==> config.mk <==
export PLATFORM = sky130hd
export DESIGN_NAME = szc_seq_top
export DESIGN_NICKNAME = d
export VERILOG_FILES = /design/src/common/szc_pkg.sv /design/src/logic/szc_fifo.sv /design/src/logic/szc_seq_top.sv
export SDC_FILE = /design/constraint.sdc
export NUM_CORES = 2
export LEC_CHECK = 0
export BUFFER_PORTS_ARGS = -buffer_cell sky130_fd_sc_hd__buf_2
export CAP_MARGIN = 20
export CELL_PAD_IN_SITES_DETAIL_PLACEMENT = 1
export CELL_PAD_IN_SITES_GLOBAL_PLACEMENT = 1
export CORE_UTILIZATION = 53
export DETAILED_ROUTE_END_ITERATION = 8
export PLACE_DENSITY = 0.91
export SYNTH_ARGS = -nofsm -noshare
export SYNTH_HDL_FRONTEND = slang
export SYNTH_HIERARCHICAL = 1
export SYNTH_SLANG_ARGS = --single-unit
==> constraint.sdc <==
create_clock -name mclk -period 7.06 [get_ports mclk]
set_input_delay 0.353 -clock mclk [delete_from_list [all_inputs] [get_ports mclk]]
set_output_delay 0.353 -clock mclk [all_outputs]
set_load 0.03 [all_outputs]
==> src/common/szc_pkg.sv <==
// Constants, field layouts and carrier types of the conversion sequencer.
// Assumes a single 125 MHz master clock and an AHB-Lite register bus.
package szc_pkg;

  // Decimation base count and filter orders in base periods.
  localparam int unsigned DEC_SHIFT   = 10;
  localparam int unsigned DEC_BASE    = 1 << DEC_SHIFT;
  localparam int unsigned DEC_W       = 20;
  localparam logic [2:0]  SINC4_TICKS = 3'h4;
  localparam logic [2:0]  THIRD_ORDER_SELECT_TICKS = 3'h3;
  localparam logic [2:0]  ONE_TICK    = 3'h1;

  // Register byte offsets.
  localparam logic [7:0]  MODE_OFF    = 8'h00;
  localparam logic [7:0]  CHAN_OFF    = 8'h04;
  localparam logic [7:0]  STAT_OFF    = 8'h08;
  localparam logic [7:0]  DATA_OFF    = 8'h0C;

  // Mode register field positions.
  localparam int unsigned RATE_LSB    = 0;
  localparam int unsigned RATE_W      = 10;
  localparam int unsigned ZL_BIT      = 11;
  localparam int unsigned CHOP_BIT    = 13;
  localparam int unsigned NOTCH_BIT   = 14;
  localparam int unsigned ORDER3_BIT  = 15;
  localparam int unsigned CHAN_W      = 4;

  // Status register field positions.
  localparam int unsigned ST_AVAIL    = 0;
  localparam int unsigned ST_POL      = 1;
  localparam int unsigned ST_HOLD     = 2;
  localparam int unsigned ST_SETTLED  = 3;
  localparam int unsigned ST_CNT_LSB  = 4;

  // Result word layout.
  localparam int unsigned DATA_W      = 24;
  localparam int unsigned RES_CH_LSB  = 28;

  // Reset values and legal range of the rate word.
  localparam logic [9:0]  RATE_RST    = 10'h060;
  localparam logic [9:0]  RATE_MIN    = 10'h001;
  localparam logic [3:0]  CHAN_RST    = 4'h0;

  // Result buffer shape.
  localparam int unsigned FIFO_WIDTH  = 32;
  localparam int unsigned FIFO_DEPTH  = 16;
  localparam int unsigned FIFO_CNT_W  = 5;

  // AHB-Lite transfer type bit that marks an active transfer.
  localparam int unsigned HTRANS_ACT  = 1;
  localparam logic        HRESP_OKAY  = 1'b0;

  typedef enum logic [1:0] {
    SZC_RUN  = 2'b00,
    SZC_HOLD = 2'b01
  } szc_seq_e;

  typedef struct packed {
    logic        third_order_select;
    logic        line_notch_boost;
    logic        chop_en;
    logic        zero_latency;
    logic [9:0]  rate_word;
  } szc_mode_s;

  localparam szc_mode_s MODE_RST = '{1'b0, 1'b0, 1'b0, 1'b0, RATE_RST};

  typedef struct packed {
    logic        hsel;
    logic [31:0] haddr;
    logic [1:0]  htrans;
    logic        hwrite;
    logic [2:0]  hsize;
    logic [31:0] hwdata;
    logic        hready;
  } szc_ahb_req_s;

  typedef struct packed {
    logic        hreadyout;
    logic        hresp;
    logic [31:0] hrdata;
  } szc_ahb_rsp_s;

  typedef struct packed {
    logic        mod_reset;
    logic        input_swap;
    logic        third_order_select;
    logic        line_notch_boost;
    logic [3:0]  channel;
  } szc_afe_ctl_s;

endpackage

==> src/logic/szc_fifo.sv <==
// Result buffer: flip-flop storage with valid/ready on both sides.
// Assumes one clock and a synchronous active-high reset.
`timescale 1ns/1ps
module szc_fifo #(
  parameter int unsigned WIDTH = 32,
  parameter int unsigned DEPTH = 16,
  parameter int unsigned CNT_W = 5
) (
  // Clock and reset.
  input  wire logic             mclk,
  input  wire logic             sys_rst,
  // Fill side.
  input  wire logic             in_valid,
  output logic                  in_ready,
  input  wire logic [WIDTH-1:0] in_data,
  // Drain side.
  output logic                  out_valid,
  input  wire logic             out_ready,
  output logic [WIDTH-1:0]      out_data,
  // Fill level.
  output logic [CNT_W-1:0]      level
);
  localparam int unsigned PTR_W = $clog2(DEPTH);

  typedef struct packed {
    logic [DEPTH-1:0][WIDTH-1:0] mem;
    logic [PTR_W-1:0]            wr_ptr;
    logic [PTR_W-1:0]            rd_ptr;
    logic [CNT_W-1:0]            cnt;
  } szc_fifo_state_s;

  szc_fifo_state_s s_q;
  szc_fifo_state_s s_d;
  logic            push;
  logic            pop;

  assign in_ready  = (s_q.cnt != CNT_W'(DEPTH));
  assign out_valid = (s_q.cnt != '0);
  assign out_data  = s_q.mem[s_q.rd_ptr];
  assign level     = s_q.cnt;
  assign push      = in_valid && in_ready;
  assign pop       = out_valid && out_ready;

  always_comb begin
    s_d = s_q;
    if (push) begin
      s_d.mem[s_q.wr_ptr] = in_data;
      s_d.wr_ptr          = s_q.wr_ptr + PTR_W'(1);
    end
    if (pop) begin
      s_d.rd_ptr = s_q.rd_ptr + PTR_W'(1);
    end
    if (push && !pop) begin
      s_d.cnt = s_q.cnt + CNT_W'(1);
    end else if (pop && !push) begin
      s_d.cnt = s_q.cnt - CNT_W'(1);
    end
  end

  always_ff @(posedge mclk) begin
    if (sys_rst) begin
      s_q <= '0;
    end else begin
      s_q <= s_d;
    end
  end
endmodule // szc_fifo

==> src/logic/szc_seq_top.sv <==
// Conversion sequencer of a sigma-delta decimation filter with an AHB-Lite slave.
// Assumes the sinc core presents a settled word on flt_data at each conversion end.
//
// Contract
// - Mode bit 11 set selects zero-latency conversion; clear selects pipelined conversion.
// - Zero latency waits full settling: third_order_select conversion takes 3*1024*rate clocks.
// - Zero-latency period stays constant regardless of channel switches or sequences.
// - An unaligned input step yields one partial result, then settled results.
// - Rate word is ten bits, legal 1 to 1023, scaling every decimation period.
// - Chop flips input polarity every conversion and outputs consecutive averages.
// - Chop with sinc4 outputs one result every 4*1024*rate clocks.
// - Chop needs two output periods before a result reflects new input.
// - Chop channel change resets modulator and filter, then full settling.
// - Chop single channel keeps converting through steps at programmed rate.
// - Line notch bit adds 50/60 Hz rejection without changing output rate.
// - Chop sequence is the same with third_order_select; advised up to 320 Hz.
// - Filter select bit set chooses third_order_select, clear chooses sinc4.
// - Chop with third_order_select outputs one result every 3*1024*rate clocks.
//
// Chosen here: the address map and register access over AHB-Lite.
`timescale 1ns/1ps
module szc_seq_top (
  // Clock and reset.
  input  wire logic               mclk,
  input  wire logic               sys_rst,
  // Register bus.
  input  wire szc_pkg::szc_ahb_req_s ahb_req,
  output szc_pkg::szc_ahb_rsp_s   ahb_rsp,
  // Sinc core result.
  input  wire logic signed [23:0] flt_data,
  // Modulator, multiplexer and filter control.
  output szc_pkg::szc_afe_ctl_s   afe_ctl
);
  import szc_pkg::*;

  typedef struct packed {
    szc_mode_s          mode;
    logic [CHAN_W-1:0]  chan;
    logic [DEC_W-1:0]   dec_cnt;
    logic [2:0]         tick_cnt;
    logic [1:0]         conv_cnt;
    logic               pol;
    logic [24:0]        prev;
    logic [31:0]        res;
    szc_seq_e           seq;
    logic               mod_rst;
    logic               wr_pend;
    logic               rd_pend;
    logic [7:0]         addr;
    logic [31:0]        rdata;
  } szc_state_s;

  szc_state_s              s_q;
  szc_state_s              s_d;

  // Bus decode.
  logic                    take;
  logic                    pop;

  // Result buffer handshake and fill level.
  logic                    fifo_in_ready;
  logic                    fifo_out_valid;
  logic [FIFO_WIDTH-1:0]   fifo_out_data;
  logic [FIFO_CNT_W-1:0]   fifo_level;

  // Decimation timing.
  logic                    restart;
  logic [9:0]              rate_eff;
  logic [DEC_W-1:0]        dec_limit;
  logic [2:0]              order_ticks;
  logic [2:0]              need_ticks;
  logic [2:0]              tick_next;

  // Chop arithmetic and settling status.
  logic [24:0]             samp;
  logic [24:0]             samp_signed;
  logic                    settled;

  // Packs the mode fields into their register word.
  function automatic logic [31:0] mode_word(input szc_mode_s m);
    logic [31:0] w;
    w                              = 32'h0000_0000;
    w[RATE_LSB +: RATE_W]          = m.rate_word;
    w[ZL_BIT]                      = m.zero_latency;
    w[CHOP_BIT]                    = m.chop_en;
    w[NOTCH_BIT]                   = m.line_notch_boost;
    w[ORDER3_BIT]                  = m.third_order_select;
    return w;
  endfunction

  // Builds a result word from channel and sample.
  function automatic logic [31:0] result_word(input logic [CHAN_W-1:0] ch,
                                              input logic [DATA_W-1:0] d);
    logic [31:0] w;
    w                              = 32'h0000_0000;
    w[RES_CH_LSB +: CHAN_W]        = ch;
    w[DATA_W-1:0]                  = d;
    return w;
  endfunction

  // Packs the status fields into their register word.
  function automatic logic [31:0] status_word(input logic                  avail,
                                              input logic                  pol,
                                              input logic                  hold,
                                              input logic                  done,
                                              input logic [FIFO_CNT_W-1:0] lvl);
    logic [31:0] w;
    w                              = 32'h0000_0000;
    w[ST_AVAIL]                    = avail;
    w[ST_POL]                      = pol;
    w[ST_HOLD]                     = hold;
    w[ST_SETTLED]                  = done;
    w[ST_CNT_LSB +: FIFO_CNT_W]    = lvl;
    return w;
  endfunction

  // Averages a held and a new chop sample; the halving rounds toward minus infinity.
  function automatic logic [DATA_W-1:0] chop_average(input logic [24:0] p,
                                                     input logic [24:0] c);
    logic [25:0] sum;
    sum = {p[24], p} + {c[24], c};
    return sum[24:1];
  endfunction

  // Bus address phase is taken when selected, active and the bus is ready.
  assign take = ahb_req.hsel && ahb_req.htrans[HTRANS_ACT] && ahb_req.hready;
  // A data register read drains one result from the buffer.
  assign pop  = s_q.rd_pend && (s_q.addr == DATA_OFF) && fifo_out_valid;

  // Rate word of zero is out of range and runs as the least legal value.
  assign rate_eff  = (s_q.mode.rate_word < RATE_MIN) ? RATE_MIN : s_q.mode.rate_word;
  // One decimation period is 1024 times the rate word in master clocks.
  assign dec_limit = {rate_eff, DEC_SHIFT'(0)} - DEC_W'(1);

  // Filter order sets the number of decimation periods for full settling.
  assign order_ticks = s_q.mode.third_order_select ? THIRD_ORDER_SELECT_TICKS : SINC4_TICKS;

  // Chop and zero latency settle fully for every conversion; pipelined mode only
  // after a restart. The notch bit never enters this count.
  always_comb begin
    if (s_q.mode.chop_en) begin
      need_ticks = order_ticks;
    end else if (s_q.mode.zero_latency) begin
      need_ticks = order_ticks;
    end else if (s_q.conv_cnt == 2'h0) begin
      need_ticks = order_ticks;
    end else begin
      need_ticks = ONE_TICK;
    end
  end

  assign tick_next   = s_q.tick_cnt + 3'h1;
  assign samp        = {flt_data[23], flt_data};
  // Input wired inverted is negated back before it is used.
  assign samp_signed = s_q.pol ? (25'h0 - samp) : samp;
  assign settled     = s_q.mode.chop_en ? (s_q.conv_cnt == 2'h2) : (s_q.conv_cnt != 2'h0);

  always_comb begin
    s_d         = s_q;
    s_d.mod_rst = 1'b0;
    restart     = 1'b0;

    // Write data phase.
    if (s_q.wr_pend) begin
      s_d.wr_pend = 1'b0;
      case (s_q.addr)
        MODE_OFF: begin
          s_d.mode.rate_word          = ahb_req.hwdata[RATE_LSB +: RATE_W];
          s_d.mode.zero_latency       = ahb_req.hwdata[ZL_BIT];
          s_d.mode.chop_en            = ahb_req.hwdata[CHOP_BIT];
          s_d.mode.line_notch_boost   = ahb_req.hwdata[NOTCH_BIT];
          s_d.mode.third_order_select = ahb_req.hwdata[ORDER3_BIT];
          restart                     = 1'b1;
        end
        CHAN_OFF: begin
          s_d.chan = ahb_req.hwdata[CHAN_W-1:0];
          restart  = 1'b1;
        end
        STAT_OFF, DATA_OFF: begin
          restart = 1'b0;
        end
        default: begin
          restart = 1'b0;
        end
      endcase
    end

    // Read data phase: one wait cycle while the answer is registered.
    if (s_q.rd_pend) begin
      s_d.rd_pend = 1'b0;
      case (s_q.addr)
        MODE_OFF: s_d.rdata = mode_word(s_q.mode);
        CHAN_OFF: s_d.rdata = {28'h0, s_q.chan};
        STAT_OFF: s_d.rdata = status_word(fifo_out_valid, s_q.pol, (s_q.seq == SZC_HOLD),
                                          settled, fifo_level);
        DATA_OFF: s_d.rdata = fifo_out_valid ? fifo_out_data : 32'h0000_0000;
        default:  s_d.rdata = 32'h0000_0000;
      endcase
    end

    // Address phase.
    if (take) begin
      s_d.wr_pend = ahb_req.hwrite;
      s_d.rd_pend = !ahb_req.hwrite;
      s_d.addr    = ahb_req.haddr[7:0];
    end

    // Conversion sequencing.
    if (restart) begin
      // New channel or mode resets modulator and filter and starts settling anew.
      s_d.mod_rst  = 1'b1;
      s_d.dec_cnt  = '0;
      s_d.tick_cnt = 3'h0;
      s_d.conv_cnt = 2'h0;
      s_d.pol      = 1'b0;
      s_d.seq      = SZC_RUN;
    end else begin
      case (s_q.seq)
        SZC_RUN: begin
          if (s_q.dec_cnt == dec_limit) begin
            s_d.dec_cnt = '0;
            if (tick_next >= need_ticks) begin
              // Conversion end. The period does not depend on the input, so an
              // unaligned step spoils only the conversion it falls in.
              s_d.tick_cnt = 3'h0;
              if (s_q.conv_cnt != 2'h2) begin
                s_d.conv_cnt = s_q.conv_cnt + 2'h1;
              end
              if (s_q.mode.chop_en) begin
                // Swap polarity each conversion; average once both are held.
                s_d.pol  = !s_q.pol;
                s_d.prev = samp_signed;
                if (s_q.conv_cnt != 2'h0) begin
                  s_d.res = result_word(s_q.chan, chop_average(s_q.prev, samp_signed));
                  s_d.seq = SZC_HOLD;
                end
              end else begin
                s_d.res = result_word(s_q.chan, samp_signed[DATA_W-1:0]);
                s_d.seq = SZC_HOLD;
              end
            end else begin
              s_d.tick_cnt = tick_next;
            end
          end else begin
            s_d.dec_cnt = s_q.dec_cnt + DEC_W'(1);
          end
        end
        SZC_HOLD: begin
          // Sequencing stalls while the result buffer is full.
          if (fifo_in_ready) begin
            s_d.seq = SZC_RUN;
          end
        end
        default: begin
          s_d.seq = SZC_RUN;
        end
      endcase
    end
  end

  always_ff @(posedge mclk) begin
    if (sys_rst) begin
      s_q.mode     <= MODE_RST;
      s_q.chan     <= CHAN_RST;
      s_q.dec_cnt  <= '0;
      s_q.tick_cnt <= 3'h0;
      s_q.conv_cnt <= 2'h0;
      s_q.pol      <= 1'b0;
      s_q.prev     <= '0;
      s_q.res      <= '0;
      s_q.seq      <= SZC_RUN;
      s_q.mod_rst  <= 1'b0;
      s_q.wr_pend  <= 1'b0;
      s_q.rd_pend  <= 1'b0;
      s_q.addr     <= 8'h00;
      s_q.rdata    <= 32'h0000_0000;
    end else begin
      s_q <= s_d;
    end
  end

  szc_fifo #(
    .WIDTH     (FIFO_WIDTH),
    .DEPTH     (FIFO_DEPTH),
    .CNT_W     (FIFO_CNT_W)
  ) u_fifo (
    .mclk      (mclk),
    .sys_rst   (sys_rst),
    .in_valid  (s_q.seq == SZC_HOLD),
    .in_ready  (fifo_in_ready),
    .in_data   (s_q.res),
    .out_valid (fifo_out_valid),
    .out_ready (pop),
    .out_data  (fifo_out_data),
    .level     (fifo_level)
  );

  // Reads take one wait state while the answer is registered; every response is OKAY.
  assign ahb_rsp.hreadyout        = !s_q.rd_pend;
  assign ahb_rsp.hresp            = HRESP_OKAY;
  assign ahb_rsp.hrdata           = s_q.rdata;

  // Control bundle to the modulator, multiplexer and sinc core.
  assign afe_ctl.mod_reset          = s_q.mod_rst;
  assign afe_ctl.input_swap         = s_q.pol;
  assign afe_ctl.third_order_select = s_q.mode.third_order_select;
  assign afe_ctl.line_notch_boost   = s_q.mode.line_notch_boost;
  assign afe_ctl.channel            = s_q.chan;
endmodule // szc_seq_top

-- After elaboration in Yosys (flattened, before gate mapping)
Cells that the tools add are included.
- $add $sub $neg: 10
- $lt $le $gt $ge: 5
- equal/unequal tests: 13
- mux-type cells: 27
- bitwise logic cells: 2
- reduce and logical (&&, ||, !) cells: 31
- operators with widths (cell ; number):
    bitwise mux 512 bit ; 1
    binary-select mux 32 bit (select 4 bit) ; 1
    demux 32 bit (select 4 bit) ; 1
    case mux 32 bit (4 select lines) ; 1
    two-way mux 32 bit ; 3
    two-way mux 34 bit ; 2
    adder 25 bit ; 1
    two-way mux 25 bit ; 1
    subtractor 1 x 24 -> 25 bit, first input constant ; 1
    adder 20 x 1 -> 20 bit, second input constant ; 1
    equality test 20 bit ; 1
    two-way mux 20 bit ; 1
    subtractor 20 x 1 -> 20 bit, second input constant ; 1
    equality test 8 x 4 -> 1 bit, second input constant ; 2
    two-way mux 3 bit ; 5
    AND reduction 4 bit ; 3
    < comparator 10 x 1 -> 1 bit, second input constant ; 1
    < comparator 4 x 5 -> 1 bit, second input constant ; 2
    two-way mux 10 bit ; 1
    two-way mux 5 bit ; 2
    AND reduction 5 bit ; 2
    logical AND 1 bit ; 9
    adder 4 x 1 -> 4 bit, second input constant ; 2
    equality test 8 x 3 -> 1 bit, second input constant ; 1
    23 further kinds ; 42
- flip-flop bits (word level): 671
- input port bits: 98
- output and inout bits: 42
- word-level logic and storage cells: 125

-- Logic depth before layout (Yosys ltp)
- depth in word-level cells: 8
- depth in mapped cells: 16
- depth with buffers taken out: 16

-- By module
The synthesis kept the hierarchy.
- by module, submodules not included (module ; instances ; cells each ; area an instance (µm²) ; seq. area each (µm²)):
    szc_fifo ; 1 ; 2215 ; 22683.0 ; 10510.1
    szc_seq_top ; 1 ; 993 ; 8232.9 ; 2822.7

-- Least setup slack after synthesis
Ideal clock, no wire load.
- path kind: input to register
- start point: input flt_data[1]
- end point: register, netlist name s_q[68]
- setup time: 143 ps
- arrival: 4181 ps
- required time: 6917 ps
- path slack: 2736 ps
- stages: 16
- buffers on the path: 0
- cells stage by stage: inv_1 > ha_1 > or4b_2 > or4_1 > or3_1 > o31ai_1 > xnor2_1 > ha_1 > and3_1 > o21a_1 > a311o_1 > nor3_1 > nand2_1 > and2_1 > a221oi_1 > a211oi_2
- RTL lines (what ; line ; RTL):
    from (decl) ; szc_seq_top.sv:30 ; input wire logic signed [23:0] flt_data,

==> results.txt <==
----------------------------------------------------
[Route]
  Via-to-Cell Ratio ... 6.83
  Routed length on met2 ... 56900 um
  Violation count after the first detailed-route iteration ... 2910
  DR pass1 iterations ... 6
  Final routed wire length divided by cell count ... 30.6 um
  Remaining number of nets flagged by the antenna check after routing ... 0
  Highest Signal Layer ... met5
  Met1 WL ... 41400 um
  Post-detailed-routing wire length ... 122000 um
  Residual DRC count ... 0
  Routed met3 length ... 11900 um
  DR vias ... 27100

[Placement]
  Placed wire-length estimate after detailed placement ... 58300 um
  Count of input and output buffers ... 92
  Weighted congestion at the end of routability-driven global placement ... 0.871

[Logic synthesis]
  Post-synth top area share ... 43.1%
  Most area-hungry cell type in the Yosys netlist ... dfxtp_1
  Gate Count Post-Synth ... 3208
  Number of storage elements in the synthesis netlist ... 666
  Number of library cell types mapped by synthesis ... 74
  Share of flip-flops with an asynchronous set or reset ... 0%
  Summed instance area of the synthesized netlist ... 0.0309 mm^2
  Top post-synthesis cells by area ... dfxtp_1, mux2i_1, mux4_2
  Most common flop cell mapped by yosys ... dfxtp_1
  Number of enable flip-flop cells after synthesis ... 0
  Mean Syn Cell Area ... 9.64 um^2
  Proportion of synthesized chip area in sequential cells ... 43.1%
  Total of warnings raised by yosys ... 6

[Min path]
  Start point of the worst min-delay path ... ahb_req[39]
  Class of the worst hold path ... in2reg
  Hold-critical path endpoint ... s_q[32]
  Hold depth ... 3

[STA]
  Highest clock rate ... 0.179 GHz
  Final clock period utilization by the worst path ... 79.1%
  Setup clock skew after layout ... 34.4 ps
  Pins Over Slew Limit ... 0
  Final setup violating endpoints ... 0
  Clock period minus final worst setup slack ... 5590 ps
  RSZ-0062 raised after global routing ... no
  Worst slew margin relative to its limit ... 19.4%
  Count of final hold-check violations ... 0
  Sum of negative setup slack ... 0 ps
  Post-route worst hold slack ... 22.4 ps
  Slew at the pin with the worst max-slew slack ... 1210 ps

[Floorplan]
  Vertical die dimension ... 244 um
  Core area ... 0.0577 mm^2
  Top-level port count ... 140
  DIE WIDTH ... 244 um
  Starting utilization of the core area ... 53.6%
  Cell Rows ... 88
  Area of the die ... 0.0593 mm^2

[GRT]
  Pin count of the biggest net entering global routing ... 255
  Number of global-route vias before repair ... 29600
  Final global-route overflow total ... 0
  Number of antenna violations at the first check in global routing ... 3
  First-pass GRT wire length ... 182000 um
  Aggregate global-route resource usage ... 40.3%

[Power]
  Internal ... 6.15 mW
  Net switching fraction of the power ... 23.3%
  Pwr Density ... 235 mW/mm^2
  Switching power of the nets ... 1.87 mW
  Peak ir drop on the vdd network ... 0.000207 V
  Gate power share ... 2.7%
  Leakage power ... 11.5 nW
  Fraction of power consumed by the clock network ... 50.3%
  Power share of the sequential group ... 47.0%

[Clock tree]
  TritonCTS clock tree ... yes
  Clock insertion delay at the later pin of the skew report ... 640 ps
  Number of sinks handled by clock tree synthesis ... 666
  Clk root buf ... clkbuf_16
  Resized Gates After CTS ... 0
  Total of hold buffers inserted after clock tree synthesis ... 16
  Worst-case clock buffer depth ... 3
  Post-CTS Repair Setup Buffers ... 0
  CTS H-tree lvls ... 3
  Clock input transition at the sequential cells of the worst setup and hold paths ... 70 ps
  Total CTS buffers ... 69

[Run status]
  Outcome ... complete, no violations

[Final layout]
  Filler Cells Inserted ... 6254
  Top library cells by usage in the layout, fill and taps aside ... dfxtp_1, nor2_1, mux2i_1
  Proportion of layout cells with a drive suffix above 1 ... 13.3%
  Relative area change from synthesis to final layout ... 10.2%
  Leading cell type in the layout, fill and taps excluded ... dfxtp_1
  Net count reported at finish ... 3297

[Worst setup path]
  Nature of the critical path endpoint ... register
  Worst path required time ... 7550 ps
  Arrival time worst endpoint ... 6080 ps
  Critical path fanouts, max ... 47
  Startpoint types ... register
  Worst r2r dst ... s_q[49]
  Critical path class ... reg2reg
  Critical register-to-register path startpoint ... s_q[138]
  Count of cells along the worst register-to-register path ... 12
  R2r setup slk ... 1470 ps

[Job]
  Max-cap viol count ... 0

----------------------------------------------------
[power by group through the flow]
stage | Sequential (mW) | Combinational, mW | Clock (mW)
5_1_grt | 3.77 | 0.228 | 4.18
3_5_place_dp | 3.85 | 0.183 | 0
3_3_place_gp | 3.85 | 0.173 | 0
4_1_cts | 3.77 | 0.199 | 4.00
6_report | 3.77 | 0.218 | 4.03
2_1_floorplan | 3.85 | 0.128 | 0
[worst max-delay path: stages (launching register included)]
cell      delay (ps)
dfxtp_1          410
nor4_1          1010
and4_1           390
nor2_1            70
ha_1             290
xnor2_1          230
xnor2_1          110
or4_1            560
nor4_1           280
and4bb_4         400
and3b_2         1000
nor2_1            90
a211oi_1         550
[sequential cells by signal, indices dropped and copies added (netlist names)]
| signal | count |
|---|---|
| s_q | 101 |
| afe_ctl | 8 |
| u_fifo/s_q | 520 |
| ahb_rsp | 32 |
| u_fifo/level | 5 |
[Yosys cell counts (12+ instances only)]
cell type / n
nor2b_1: 12
xnor2_1: 53
nand4_1: 13
buf_4: 61
mux2i_1: 445
xor2_1: 27
nor2_1: 543
nand2_1: 381
inv_1: 22
a22oi_1: 71
mux4_2: 128
buf_1: 14
nor3_1: 19
o21ai_0: 34
nand3_1: 39
ha_1: 42
dfxtp_1: 666
a211oi_1: 20
a21oi_1: 204
buf_2: 55
clkbuf_1: 168
[final cells by class]
type	instances	area [um^2]	area share, %
timing repair buffer	151	992	2.91
clock buffer	97	2010	5.91
sequential	666	13300	39.2
multi-input combinational	2243	16300	47.8
clock inverter	27	388	1.14
inverter	24	90.1	0.265
antenna	1	2.50	0.00735
tap	765	957	2.81
[per-layer routing]
metal	track usage, %	vias to the layer above
met1	43.5	13300
met3	11.4	885
met5	0	-
met2	65.5	1987
li1	-	11000
met4	33.6	6
[kinds of logic (layout without fill, tap and decap cells)]
kind of cell	count (synthesis)	count (layout)	share of synthesized area [%]
AO/OA/AOI/OAI	425	425	9.26
XOR/XNOR	80	80	2.27
buffers and inverters	327	299	5.07
AND/OR/NAND/NOR	1090	1090	14.6
multiplexers	575	575	23.8
other	1	30	0.0121
adder cells (fa/ha/maj)	44	44	1.83
flip-flops	666	666	43.1
[per-stage QoR]
step | total power [mW] | util [%] | worst slack, ps | area [um^2] | std cells
after CTS | 7.97 | 58.9 | 2010 | 34000 | 3970
after global routing | 8.18 | 59.0 | 1500 | 34100 | 3973
after detailed placement | 4.03 | 54.5 | 2050 | 31400 | 3830
after floorplan | 3.98 | - | 2740 | 31000 | 3236
after global placement | 4.02 | 54.5 | 2190 | 31400 | 3830
final | 8.02 | 59.0 | 1470 | 34100 | 3974
[worst max path at each step]
stage | from | to | slack [ps] | cells after the start
final | s_q[138] | s_q[49] | 1470 | 12
after global placement | flt_data[0] | s_q[68] | 2190 | 17
after floorplan | flt_data[1] | s_q[68] | 2740 | 16
after detailed placement | flt_data[0] | s_q[68] | 2050 | 17
after global routing | s_q[138] | s_q[50] | 1500 | 12
after CTS | s_q[134] | s_q[52] | 2010 | 12
Note: power is estimated with default switching activity, not from simulation.
